**config.mk**
```make
export PLATFORM = sky130hd
export DESIGN_NAME = aio_core
export DESIGN_NICKNAME = d
export VERILOG_FILES = /design/src/aio_core.v
export VERILOG_INCLUDE_DIRS = /design/src /design/src/shared
export SDC_FILE = /design/constraint.sdc
export NUM_CORES = 1
export LEC_CHECK = 0
export BUFFER_PORTS_ARGS = -buffer_cell sky130_fd_sc_hd__clkbuf_2
export CAP_MARGIN = 40
export CORE_ASPECT_RATIO = 1.75
export CORE_MARGIN = 2
export CORE_UTILIZATION = 30
export DETAILED_ROUTE_END_ITERATION = 6
export PLACE_DENSITY = 0.57
export SKIP_LAST_GASP = 1
export SLEW_MARGIN = 10
export SYNTH_ARGS = -nofsm -noshare
export SYNTH_HDL_FRONTEND = slang
export SYNTH_SLANG_ARGS = --single-unit
```
**constraint.sdc**
```tcl
create_clock -name CLK -period 12.7 [get_ports CLK]
set_clock_uncertainty 0.2 [all_clocks]
set_input_delay 0.635 -clock CLK [delete_from_list [all_inputs] [get_ports CLK]]
set_output_delay 0.635 -clock CLK [all_outputs]
set_load 0.03 [all_outputs]
```
**src/shared/aio_defs.vh**
```
// Constants for the analog I/O data, status and configuration block.
//
// Notes on behaviour
// - Channel words are 16-bit two's complement.
// - Result bits 11..0 sit at word 14..3.
// - Unused input word bits read as zero, except in the over-range code 7FFF.
// - Two output words, four input words.
// - One 16-bit word per input channel.
// - Outputs convert 15 or 16 bits by range.
// - Status length 0/8/16/24; zero disables.
// - 8 module, 16 plus inputs, 24 plus outputs.
// - Status byte one holds latest command error.
// - Function beats channel beats data error.
// - Errors never stop conversion or outputs.
// - Hold keeps last output on Run-to-Stop.
// - Default-low drives 4 mA/0 mA/0 V.
// - Four output ranges, five input ranges.
// - Alarms against limits; command may override.
// - 4-20 mA output clamps above 32000.
// - Over-range 7FFF, under-range 0000.
`ifndef AIO_DEFS_VH
`define AIO_DEFS_VH

// ----------------------------------------------------------------------------
// Register map (byte addresses on APB)
// ----------------------------------------------------------------------------
`define AIO_OFS_CTRL      12'h000
`define AIO_OFS_OUTRANGE  12'h004
`define AIO_OFS_INRANGE   12'h008
`define AIO_OFS_AQ0       12'h010
`define AIO_OFS_AQ1       12'h014
`define AIO_OFS_AI0       12'h020
`define AIO_OFS_STATUS    12'h030
`define AIO_OFS_ERRCMD    12'h034
`define AIO_OFS_LIM0      12'h040
`define AIO_OFS_AI_LAST   12'h02C
`define AIO_OFS_LIM_LAST  12'h04C

// ----------------------------------------------------------------------------
// Control register fields
// ----------------------------------------------------------------------------
`define AIO_CTRL_RUN      0
`define AIO_CTRL_DEFAULT_LOW_STOP 1
`define AIO_CTRL_SLEN_LO  2
`define AIO_CTRL_MODOK    4

// ----------------------------------------------------------------------------
// Ranges, status lengths, error codes
// ----------------------------------------------------------------------------
`define AIO_RNG_V10       3'd0
`define AIO_RNG_VBI       3'd1
`define AIO_RNG_I420      3'd2
`define AIO_RNG_I020      3'd3
`define AIO_RNG_I420E     3'd4
`define AIO_SLEN_0        2'd0
`define AIO_SLEN_8        2'd1
`define AIO_SLEN_16       2'd2
`define AIO_SLEN_24       2'd3
`define AIO_ERR_NONE      8'h00
`define AIO_ERR_FUNC      8'h01
`define AIO_ERR_CHAN      8'h02
`define AIO_ERR_DATA      8'h03
`define AIO_CLAMP_MAX     16'h7D00
`define AIO_FULL_SCALE    16'h7FFF
`define AIO_CTRL_RESET    32'h0000_0000
`define AIO_LIM_RESET     32'h7FF8_8000

`endif

```
**src/aio_core.v**
```verilog
// Analog I/O data formatting, status reporting and stop behaviour block.
//
// The register offsets and register access over APB were chosen for this implementation.
`timescale 1ns/1ps
`default_nettype none
`include "aio_defs.vh"

module aio_core #(
    parameter NUM_IN  = 4,                   // Input channel count.
    parameter NUM_OUT = 2                    // Output channel count.
) (
    input  wire        CLK,                  // System clock, 25 MHz.
    input  wire        RST,                  // Asynchronous reset, active high.
    input  wire        PSEL,                 // APB select.
    input  wire        PENABLE,              // APB access phase.
    input  wire        PWRITE,               // APB direction, high for write.
    input  wire [11:0] PADDR,                // APB byte address.
    input  wire [31:0] PWDATA,               // APB write data.
    output reg  [31:0] PRDATA,               // APB read data.
    output reg         PREADY,               // APB ready.
    output reg         PSLVERR,              // APB error on unmapped address.
    input  wire [47:0] ADC_DATA,             // Four 12-bit results, channel 0 low.
    input  wire [3:0]  ADC_VALID,            // Conversion done pulses per channel.
    input  wire [3:0]  ADC_OVER,             // Input above range per channel.
    input  wire [3:0]  ADC_UNDER,            // Input reversed or below range.
    input  wire        PWR_OK,               // Field power good, from a pin.
    input  wire        CMD_VALID,            // Host command request pulse.
    input  wire        CMD_FUNC_BAD,         // Command carries invalid function.
    input  wire        CMD_CHAN_BAD,         // Command names invalid channel.
    input  wire        CMD_DATA_BAD,         // Command carries invalid data.
    input  wire        CMD_LIM_WR,           // Command overrides alarm limits.
    input  wire [1:0]  CMD_CHAN,             // Channel addressed by command.
    input  wire [31:0] CMD_LIMITS,           // New high limit top, low limit bottom.
    output reg  [31:0] DAC_DATA,             // Two 16-bit codes to the converters.
    output reg  [23:0] STATUS_OUT            // Status bits as reported to host.
);

    // ------------------------------------------------------------------------
    // Helper functions
    // ------------------------------------------------------------------------

    // Places a 12-bit result into an input word, honouring range limits.
    function [15:0] pack_in;
        input [11:0] res;
        input        over;
        input        under;
        begin
            if (over) begin
                pack_in = `AIO_FULL_SCALE;
            end else if (under) begin
                pack_in = 16'h0000;
            end else begin
                pack_in = {1'b0, res, 3'b000};
            end
        end
    endfunction

    // Output word after range handling; the 4-20 mA range is clamped.
    function [15:0] out_code;
        input [15:0] w;
        input [2:0]  rng;
        begin
            if (rng == `AIO_RNG_I420 && !w[15] && w > `AIO_CLAMP_MAX) begin
                out_code = `AIO_CLAMP_MAX;
            end else if (rng != `AIO_RNG_VBI && w[15]) begin
                out_code = 16'h0000;
            end else begin
                out_code = w;
            end
        end
    endfunction

    // ------------------------------------------------------------------------
    // State
    // ------------------------------------------------------------------------
    reg  [31:0] ctrl_reg;                    // Run, stop mode, status length.
    reg  [5:0]  outrng_reg;                  // Three range bits per output.
    reg  [11:0] inrng_reg;                   // Three range bits per input.
    reg  [15:0] outw_reg [0:1];              // Output words from host.
    reg  [15:0] inw_reg [0:3];               // Formatted input words.
    reg  [31:0] lim_reg [0:3];               // Alarm limits, high over low.
    reg  [3:0]  alm_lo_reg;                  // Low alarm per input.
    reg  [3:0]  alm_hi_reg;                  // High alarm per input.
    reg  [7:0]  err_reg;                     // Latest command error code.
    reg         pwr_s1_reg;                  // Power sync stage one.
    reg         pwr_s2_reg;                  // Power sync stage two.
    reg         conv_seen_reg;               // Some conversion finished.
    reg  [7:0]  err_next;                    // Error code after this cycle.
    reg  [31:0] rd_next;                     // Read data for the access.
    reg         hit_next;                    // Address is mapped.
    reg  [23:0] stat_next;                   // Status after length gating.
    reg  [15:0] dac_next [0:1];              // Converter code per output.
    integer     i;                           // Loop index, clocked process.
    integer     k;                           // Loop index, output codes.

    wire        acc    = PSEL && PENABLE && !PREADY;   // One access per transfer.
    wire        wr     = acc && PWRITE;
    wire [1:0]  slen   = ctrl_reg[`AIO_CTRL_SLEN_LO+1:`AIO_CTRL_SLEN_LO];
    wire        run    = ctrl_reg[`AIO_CTRL_RUN];
    // Stop behaviour: high drives the low code, low holds the last code.
    wire        default_low_stop = ctrl_reg[`AIO_CTRL_DEFAULT_LOW_STOP];
    // Any command error this cycle; it must win over a software clear.
    wire        new_err = CMD_VALID && (CMD_FUNC_BAD || CMD_CHAN_BAD || CMD_DATA_BAD);

    // ------------------------------------------------------------------------
    // Command error priority
    // ------------------------------------------------------------------------

    // A new error overwrites the old; the highest priority one is kept.
    always @* begin
        err_next = err_reg;
        if (CMD_VALID) begin
            if (CMD_FUNC_BAD) begin
                err_next = `AIO_ERR_FUNC;
            end else if (CMD_CHAN_BAD) begin
                err_next = `AIO_ERR_CHAN;
            end else if (CMD_DATA_BAD) begin
                err_next = `AIO_ERR_DATA;
            end
        end
    end

    // ------------------------------------------------------------------------
    // Status assembly
    // ------------------------------------------------------------------------

    // Byte 1 holds module, power and error; further bytes are length gated.
    always @* begin
        stat_next = 24'h00_0000;
        if (slen != `AIO_SLEN_0) begin
            stat_next[7:0] = {err_reg[3:0], 2'b00, pwr_s2_reg,
                              ctrl_reg[`AIO_CTRL_MODOK]};
        end
        if ((slen == `AIO_SLEN_16 || slen == `AIO_SLEN_24) && conv_seen_reg) begin
            stat_next[15:8] = {alm_hi_reg, alm_lo_reg};
        end
        if (slen == `AIO_SLEN_24) begin
            stat_next[23:16] = {6'b00_0000, run, default_low_stop};
        end
    end

    // ------------------------------------------------------------------------
    // Output codes with stop behaviour
    // ------------------------------------------------------------------------

    // Outputs follow the host while running; in stop, hold or default low.
    always @* begin
        for (k = 0; k < 2; k = k + 1) begin
            dac_next[k] = out_code(outw_reg[k], outrng_reg[3*k +: 3]);
            // Code zero is 4 mA, 0 mA or 0 V depending on the range.
            if (!run && default_low_stop) begin
                dac_next[k] = 16'h0000;
            end
        end
    end

    // ------------------------------------------------------------------------
    // Read decode
    // ------------------------------------------------------------------------

    // Mapped registers answer; anything else reads zero with an error.
    always @* begin
        rd_next  = 32'h0000_0000;
        hit_next = 1'b1;
        case (PADDR)
            `AIO_OFS_CTRL:     rd_next = ctrl_reg;
            `AIO_OFS_OUTRANGE: rd_next = {26'd0, outrng_reg};
            `AIO_OFS_INRANGE:  rd_next = {20'd0, inrng_reg};
            `AIO_OFS_AQ0:      rd_next = {16'd0, outw_reg[0]};
            `AIO_OFS_AQ1:      rd_next = {16'd0, outw_reg[1]};
            `AIO_OFS_STATUS:   rd_next = {8'd0, stat_next};
            `AIO_OFS_ERRCMD:   rd_next = {24'd0, err_reg};
            default: begin
                if (PADDR >= `AIO_OFS_AI0 && PADDR <= `AIO_OFS_AI_LAST &&
                    PADDR[1:0] == 2'b00) begin
                    rd_next = {16'd0, inw_reg[PADDR[3:2]]};
                end else if (PADDR >= `AIO_OFS_LIM0 && PADDR <= `AIO_OFS_LIM_LAST &&
                             PADDR[1:0] == 2'b00) begin
                    rd_next = lim_reg[PADDR[3:2]];
                end else begin
                    hit_next = 1'b0;
                end
            end
        endcase
    end

    // ------------------------------------------------------------------------
    // Registers
    // ------------------------------------------------------------------------

    // All state; writes land at the access edge, inputs and alarms update
    // on every conversion, never disturbed by command errors.
    always @(posedge CLK or posedge RST) begin
        if (RST) begin
            ctrl_reg      <= `AIO_CTRL_RESET;
            outrng_reg    <= 6'd0;
            inrng_reg     <= 12'd0;
            err_reg       <= `AIO_ERR_NONE;
            alm_lo_reg    <= 4'd0;
            alm_hi_reg    <= 4'd0;
            pwr_s1_reg    <= 1'b0;
            pwr_s2_reg    <= 1'b0;
            conv_seen_reg <= 1'b0;
            PRDATA        <= 32'h0000_0000;
            PREADY        <= 1'b0;
            PSLVERR       <= 1'b0;
            DAC_DATA      <= 32'h0000_0000;
            STATUS_OUT    <= 24'h00_0000;
            for (i = 0; i < 2; i = i + 1) begin
                outw_reg[i] <= 16'h0000;
            end
            for (i = 0; i < 4; i = i + 1) begin
                inw_reg[i] <= 16'h0000;
                lim_reg[i] <= `AIO_LIM_RESET;
            end
        end else begin
            pwr_s1_reg <= PWR_OK;
            pwr_s2_reg <= pwr_s1_reg;
            PREADY     <= acc;
            PSLVERR    <= acc && !hit_next;
            PRDATA     <= (acc && !PWRITE) ? rd_next : 32'h0000_0000;
            err_reg    <= err_next;
            STATUS_OUT <= stat_next;
            // Codes follow the host while running and load zero when stop drives low; in
            // hold mode the register is left alone, so the last code stays.
            if (run || default_low_stop) begin
                DAC_DATA <= {dac_next[1], dac_next[0]};
            end
            if (wr && hit_next) begin
                case (PADDR)
                    `AIO_OFS_CTRL:     ctrl_reg   <= PWDATA;
                    `AIO_OFS_OUTRANGE: outrng_reg <= PWDATA[5:0];
                    `AIO_OFS_INRANGE:  inrng_reg  <= PWDATA[11:0];
                    `AIO_OFS_AQ0:      outw_reg[0] <= PWDATA[15:0];
                    `AIO_OFS_AQ1:      outw_reg[1] <= PWDATA[15:0];
                    `AIO_OFS_ERRCMD: begin
                        // A new error in the same cycle wins over the clear.
                        if (!new_err) begin
                            err_reg <= `AIO_ERR_NONE;
                        end
                    end
                    default: begin
                        if (PADDR >= `AIO_OFS_LIM0) begin
                            lim_reg[PADDR[3:2]] <= PWDATA;
                        end
                    end
                endcase
            end
            // A valid limit command overrides the configured limits.
            if (CMD_VALID && CMD_LIM_WR && !CMD_FUNC_BAD && !CMD_CHAN_BAD &&
                !CMD_DATA_BAD) begin
                lim_reg[CMD_CHAN] <= CMD_LIMITS;
            end
            for (i = 0; i < 4; i = i + 1) begin
                if (ADC_VALID[i]) begin
                    conv_seen_reg <= 1'b1;
                    inw_reg[i] <= pack_in(ADC_DATA[12*i +: 12], ADC_OVER[i],
                                         ADC_UNDER[i]);
                    alm_lo_reg[i] <= $signed(pack_in(ADC_DATA[12*i +: 12], ADC_OVER[i],
                                     ADC_UNDER[i])) < $signed(lim_reg[i][15:0]);
                    alm_hi_reg[i] <= $signed(pack_in(ADC_DATA[12*i +: 12], ADC_OVER[i],
                                     ADC_UNDER[i])) > $signed(lim_reg[i][31:16]);
                end
            end
        end
    end

endmodule
`default_nettype wire

```
Word level (Yosys, flattened, before mapping)
Cells that the tools add are included.
{"block": "classes", "n_bitwise": 2, "n_reduce_logical": 49, "n_eq_ne": 12, "magnitude_cmp": 18, "mux": 55}
{"op": "2-to-1 mux 128 bit", "n": 4}
{"op": "bitwise mux 128 bit", "n": 2}
{"op": "2-to-1 mux 32 bit", "n": 7}
{"op": "case mux 32 bit (7 select lines)", "n": 1}
{"op": "2-to-1 mux 16 bit", "n": 12}
{"op": "demux 32 bit (select 2 bit)", "n": 2}
{"op": "2-to-1 mux 15 bit", "n": 8}
{"op": "2-to-1 mux 8 bit", "n": 9}
{"op": "binary-select mux 32 bit (select 2 bit)", "n": 1}
{"op": "greater-than comparator 16 bit", "n": 4}
{"op": "< comparator 16 bit", "n": 4}
{"op": "binary-select mux 16 bit (select 2 bit)", "n": 1}
{"op": "greater-than comparator 16 x 15 -> 1 bit (second input constant)", "n": 2}
{"op": "logical AND 1 bit", "n": 25}
{"op": "equality test 12 x 5 -> 1 bit (second input constant)", "n": 2}
{"op": "equality test 12 x 6 -> 1 bit (second input constant)", "n": 2}
{"op": "equality test 12 x 3 -> 1 bit (second input constant)", "n": 1}
{"op": "equality test 12 x 4 -> 1 bit (second input constant)", "n": 1}
{"op": "greater-or-equal comparator 12 x 6 -> 1 bit (second input constant)", "n": 1}
{"op": "greater-or-equal comparator 12 x 7 -> 1 bit (second input constant)", "n": 1}
{"op": "<= comparator 12 x 6 -> 1 bit (second input constant)", "n": 1}
{"op": "<= comparator 12 x 7 -> 1 bit (second input constant)", "n": 1}
{"op": "logical NOT 12 bit", "n": 1}
{"op": "AND reduction 2 bit", "n": 5}
{"op": "other kinds (15)", "n": 38}
{"block": "word_totals", "register_bits": 383, "in_bits": 149, "word_cells": 166, "out_inout_bits": 90}

Depth between registers and ports, before layout
{"block": "logic_depth", "depth_word": 11, "depth_mapped": 9, "depth_no_buf": 8}

Worst setup path after synthesis
No wires, ideal clock.
{"block": "synth_timing", "path_type": "input-to-reg", "startpoint": "input port PADDR[1]", "endpoint": "register outw_reg[22] (netlist bit)", "path_stages": 6, "required_ps": 12375, "setup_ps": 125, "setup_slack_ps": 9746, "path_buffers": 1, "t_arrival_ps": 2629, "path_cell_list": "or4_4 nor4_4 nand3_2 nor3_4 buf_4 mux2_2"}
{"block": "synth_via", "elab_chain_len": 8, "elab_cells_between_ends": 22, "classes_between": "order compare: 4; eq/ne: 6; mux: 3; reduce/logical: 9"}
{"element": "from (decl)", "line": "aio_core.v:17", "text": "input wire [11:0] PADDR,"}
{"element": "greater-or-equal comparator 12 x 7 -> 1 bit (no line) or <= comparator 12 x 7 -> 1 bit (tied branches)"}
{"element": "logical AND 1 bit (no line)"}
{"element": "logical AND 1 bit", "line": "aio_core.v:177", "text": "end else if (PADDR >= `AIO_OFS_LIM0 && PADDR <= `AIO_OFS_LIM_LAST &&"}
{"element": "2-to-1 mux 1 bit", "line": "aio_core.v:177"}
{"element": "2-to-1 mux 1 bit", "line": "aio_core.v:174", "text": "if (PADDR >= `AIO_OFS_AI0 && PADDR <= `AIO_OFS_AI_LAST &&"}
{"element": "2-to-1 mux 1 bit", "line": "aio_core.v:165", "text": "case (PADDR)"}
{"element": "logical AND 1 bit", "line": "aio_core.v:229", "text": "if (wr && hit_next) begin"}
{"element": "AND reduction 2 bit (no line) (*)"}
{"element": "to (decl)", "line": "aio_core.v:79", "text": "reg [15:0] outw_reg [0:1];"}
Mark *: on every way between the ends. The rest lies on a longest branch, timed or not.
A chain may end at the register's enable or synchronous reset.

Final worst setup path
{"block": "layout_timing", "startpoint": "input port PADDR[1]", "endpoint": "register ctrl_reg[30]"}
{"block": "layout_via", "elab_chain_len": 8, "elab_cells_between_ends": 22, "classes_between": "order compare: 4; eq/ne: 6; mux: 3; reduce/logical: 9"}
{"element": "greater-or-equal comparator 12 x 7 -> 1 bit (no line) or <= comparator 12 x 7 -> 1 bit (tied branches)"}
{"element": "logical AND 1 bit (no line)"}
{"element": "logical AND 1 bit", "line": "aio_core.v:177"}
{"element": "2-to-1 mux 1 bit", "line": "aio_core.v:177"}
{"element": "2-to-1 mux 1 bit", "line": "aio_core.v:174"}
{"element": "2-to-1 mux 1 bit", "line": "aio_core.v:165"}
{"element": "logical AND 1 bit", "line": "aio_core.v:229"}
{"element": "AND reduction 2 bit (no line) (*)"}
{"element": "to (signal assigned)", "line": "aio_core.v:195", "text": "ctrl_reg <= `AIO_CTRL_RESET;"}
{"element": "to (decl)", "line": "aio_core.v:76", "text": "reg [31:0] ctrl_reg;"}
Marked as above.

==> results.cfg <==
[outcome]
status = completed

[floorplan]
die_y_um = 346.7
io_pins = 239
std_cell_rows = 125
die-area_mm2 = 0.06928
die_w_um = 199.8
coreArea_mm2 = 0.06647
start_util = 0.3029

[logic_synthesis]
ys_ff_latch = 363
synthFlopType = dfrtp_1
synth_compound_area_frac = 0.1315
syn-instance-count = 1845
yosys_warnings = 0
syn_area_mm2 = 0.02013
synth-seq-area-share = 0.4544
synth_top_family_by_area = multiplexers
synth-xor-area-share = 0
synth_edf_count = 0
avgSynthCellArea_um2 = 10.91
yosys.area_share.simple = 0.09751
synthAdderAreaFrac = 0.07209
synth.distinct_cells = 72
async_flop_share = 1.000
synth_mux_area_frac = 0.1942

[finish]
drive_gt1_frac = 0.2791
largest_reg_flops = 128
finalInstanceArea_mm2 = 0.02359
nFillCells = 6619
areaGrowthSynthToFinish_pct = 17.16
finalNetCount = 2300

[routing]
drt_drc_violations_left = 0
via_per_inst = 5.372
drtIter0Drc = 1253
vias = 15880
drt_pass1_iterations = 5
totalWireLength_um = 77020
detail_route.wl_per_cell_um = 26.05
antenna_left = 0

[sta]
fin_crit_ps = 3272
tns_ps = 0
finalMaxSlewViolations = 0
max_freq_ghz = 0.3056
rsz0062_at_grt = false
worst_slew_pin_slew_ps = 1231
finalSetupViolCount = 0
slew_headroom = 0.1794
finalCritPeriodShare = 0.2576
hold_violations = 0

[clocking]
ctsHtreeMaxLevel = 2
cts_sinks = 363
cts.path.max_buffers = 3
cts.clk_slew.worst_paths_ps = 60
cts-root-buf = clkbuf_16
tritoncts.num_buffers = 38
ctsResizeCount = 0
cts_tree = done
clock_latency_ps = 550
cts_setup_buffers = 0

[critical_path]
ff2ff_setup_slack_ps = 9560
crit_path_end_kind = flip-flop
crit_buf_inv = 2
slowest_stage = or4_4
max_stage_delay_ps = 570
critPathTopFamily = simple AND/OR/NAND/NOR gates
critPathKind = in2reg
crit_path_cell_trace = clkbuf_2, or4_4, nor4_4, nand3_2, nor3_4, buf_4, mux2_2
cp.required_ps = 12920
crit_arrival_ps = 3500
cp_max_fo = 26
start_kind = input pin

[grt]
antenna_found_initial = 8
grt_pass1_wl_um = 111200
grt_max_degree = 195
grt_usage = 0.2211
grt_pass1_vias = 16130
grt-ovfl-total = 0

[power_and_ir_drop]
ir_drop_mv = 0.08898
leakage_nw = 11.10
pwr_density_cell_mw_per_mm2 = 128.0

[place]
hpwl_um = 58450
gp_congestion = 0.9105
postPlaceCellArea_mm2 = 0.02226
portBuffers = 230

[min_path]
min_path_type = in2async

[job]
cap_violations = 0
-- power by group --
| part | total [mW] | internal [mW] | switching, mW |
|---|---|---|---|
| clock | 1.19 | 0.691 | 0.497 |
| combinational | 0.490 | 0.203 | 0.287 |
| sequential | 1.34 | 1.26 | 0.0787 |
-- worst reg2reg max path: cells and delay by family (launching register included) --
kind | cells | cell delay, ps
flops | 1 | 390
simple gates | 4 | 1270
mux | 1 | 430
buf+inv | 2 | 720
-- Yosys cell counts (all sizes together), types with 3 or more instances --
| library cell | n | area, um^2 |
|---|---|---|
| nor4 | 10 | 77.57 |
| nor3b | 8 | 60.06 |
| nand4 | 19 | 118.9 |
| and4 | 10 | 87.58 |
| o2bb2ai | 3 | 26.28 |
| a21oi | 84 | 420.4 |
| nor2 | 75 | 281.5 |
| and2 | 15 | 93.84 |
| a211oi | 14 | 105.1 |
| o311ai | 3 | 26.28 |
| or2 | 4 | 25.02 |
| nand2b | 13 | 81.33 |
| o22ai | 3 | 18.77 |
| mux2i | 133 | 1331 |
| nor3 | 18 | 111.4 |
| mux2 | 139 | 1565 |
| a31oi | 7 | 43.79 |
| and4b | 3 | 30.03 |
| inv | 135 | 506.7 |
| or3 | 3 | 18.77 |
| buf | 36 | 204.0 |
| a41oi | 3 | 26.28 |
| dfstp | 52 | 1366 |
| nor4b | 3 | 32.53 |
| clkbuf | 79 | 296.5 |
| o211ai | 5 | 37.54 |
| a21o | 65 | 488.0 |
| a222oi | 6 | 60.06 |
| o21ai | 121 | 605.6 |
| dfrtp | 311 | 7782 |
| a32oi | 4 | 35.03 |
| and3 | 17 | 106.4 |
| a22o | 31 | 271.5 |
| a221oi | 5 | 43.79 |
| mux4 | 45 | 1013 |
| nand3 | 28 | 145.1 |
| nor2b | 13 | 81.33 |
| o31ai | 3 | 22.52 |
| nand2 | 140 | 525.5 |
| ha | 116 | 1451 |
| a22oi | 38 | 285.3 |
-- cells in the final DEF (no fill, tap or decap), drive strengths merged, types with 17 or more instances in the layout --
master  count
a21oi      84
ha        116
nand3      28
mux2      139
nand2     140
clkbuf    281
mux2i     133
dfstp      52
inv       139
a21o       65
o21ai     121
nor3       18
nand4      19
dfrtp     311
a22oi      38
buf        29
mux4       45
and3       17
nor2       75
a22o       31
-- final cells by class --
type | instances | area [um^2] | share of cell area
antenna | 3 | 7.507 | 0.0003183
multi-input combinational | 1239 | 10050 | 0.4259
inverter | 135 | 514.2 | 0.02180
timing repair buffer | 258 | 1451 | 0.06154
tap | 889 | 1112 | 0.04716
clock buffer | 53 | 1099 | 0.04658
sequential | 363 | 9149 | 0.3879
clock inverter | 16 | 207.7 | 0.008806
-- per-layer routing --
layer / routed length (um) / vias up / share of wire / track usage
li1: - / 7055 / - / -
met1: 29780 / 7979 / 0.39 / 0.2635
met2: 38050 / 652 / 0.49 / 0.3783
met3: 4497 / 185 / 0.058 / 0.03545
met4: 4639 / 8 / 0.060 / 0.1169
met5: 47 / - / 0.00061 / 0
-- cells by family (layout without fill, tap and decap cells) --
family | count (synthesis) | in the layout
fa+ha+maj | 116 | 116
simple gates | 388 | 388
other cells | 1 | 11
compound gates | 410 | 410
mux | 317 | 317
buf+inv | 250 | 462
flops | 363 | 363
-- worst paths after layout --
path | start | end | cells past startpoint
max reg2reg | PREADY | ctrl_reg[30] | 7
min in group CLK | CMD_LIMITS[28] | lim_reg[92] | 3
max | PADDR[1] | ctrl_reg[30] | 7
min | RST | DAC_DATA[2] | 2
max in group asynchronous | RST | ctrl_reg[29] | 3
min reg2reg | pwr_s1_reg | pwr_s2_reg | 0
-- repair_timing --
item	in CTS	in global routing
hold buffers	1	0
setup endpoints to repair	0	0
hold endpoints to repair	1	0
-- metrics by stage --
| step | total power, mW | worst slack [ps] | utilization | std cells | hold slack (ps) |
|---|---|---|---|---|---|
| 3_5_place_dp | 1.849 | 8883 | 0.3349 | 2883 | 144.1 |
| 4_1_cts | 3.044 | 9446 | 0.3547 | 2953 | 61.92 |
| 5_1_grt | 3.145 | 9303 | 0.3548 | 2956 | 118.0 |
| 2_1_floorplan | 1.642 | 1876 | - | 1852 | 131.2 |
| 6_report | 3.018 | 9428 | 0.3548 | 2956 | 27.38 |
| 3_3_place_gp | 1.828 | 8704 | 0.3330 | 2876 | 137.5 |
Power figures use the tool's default switching activity.
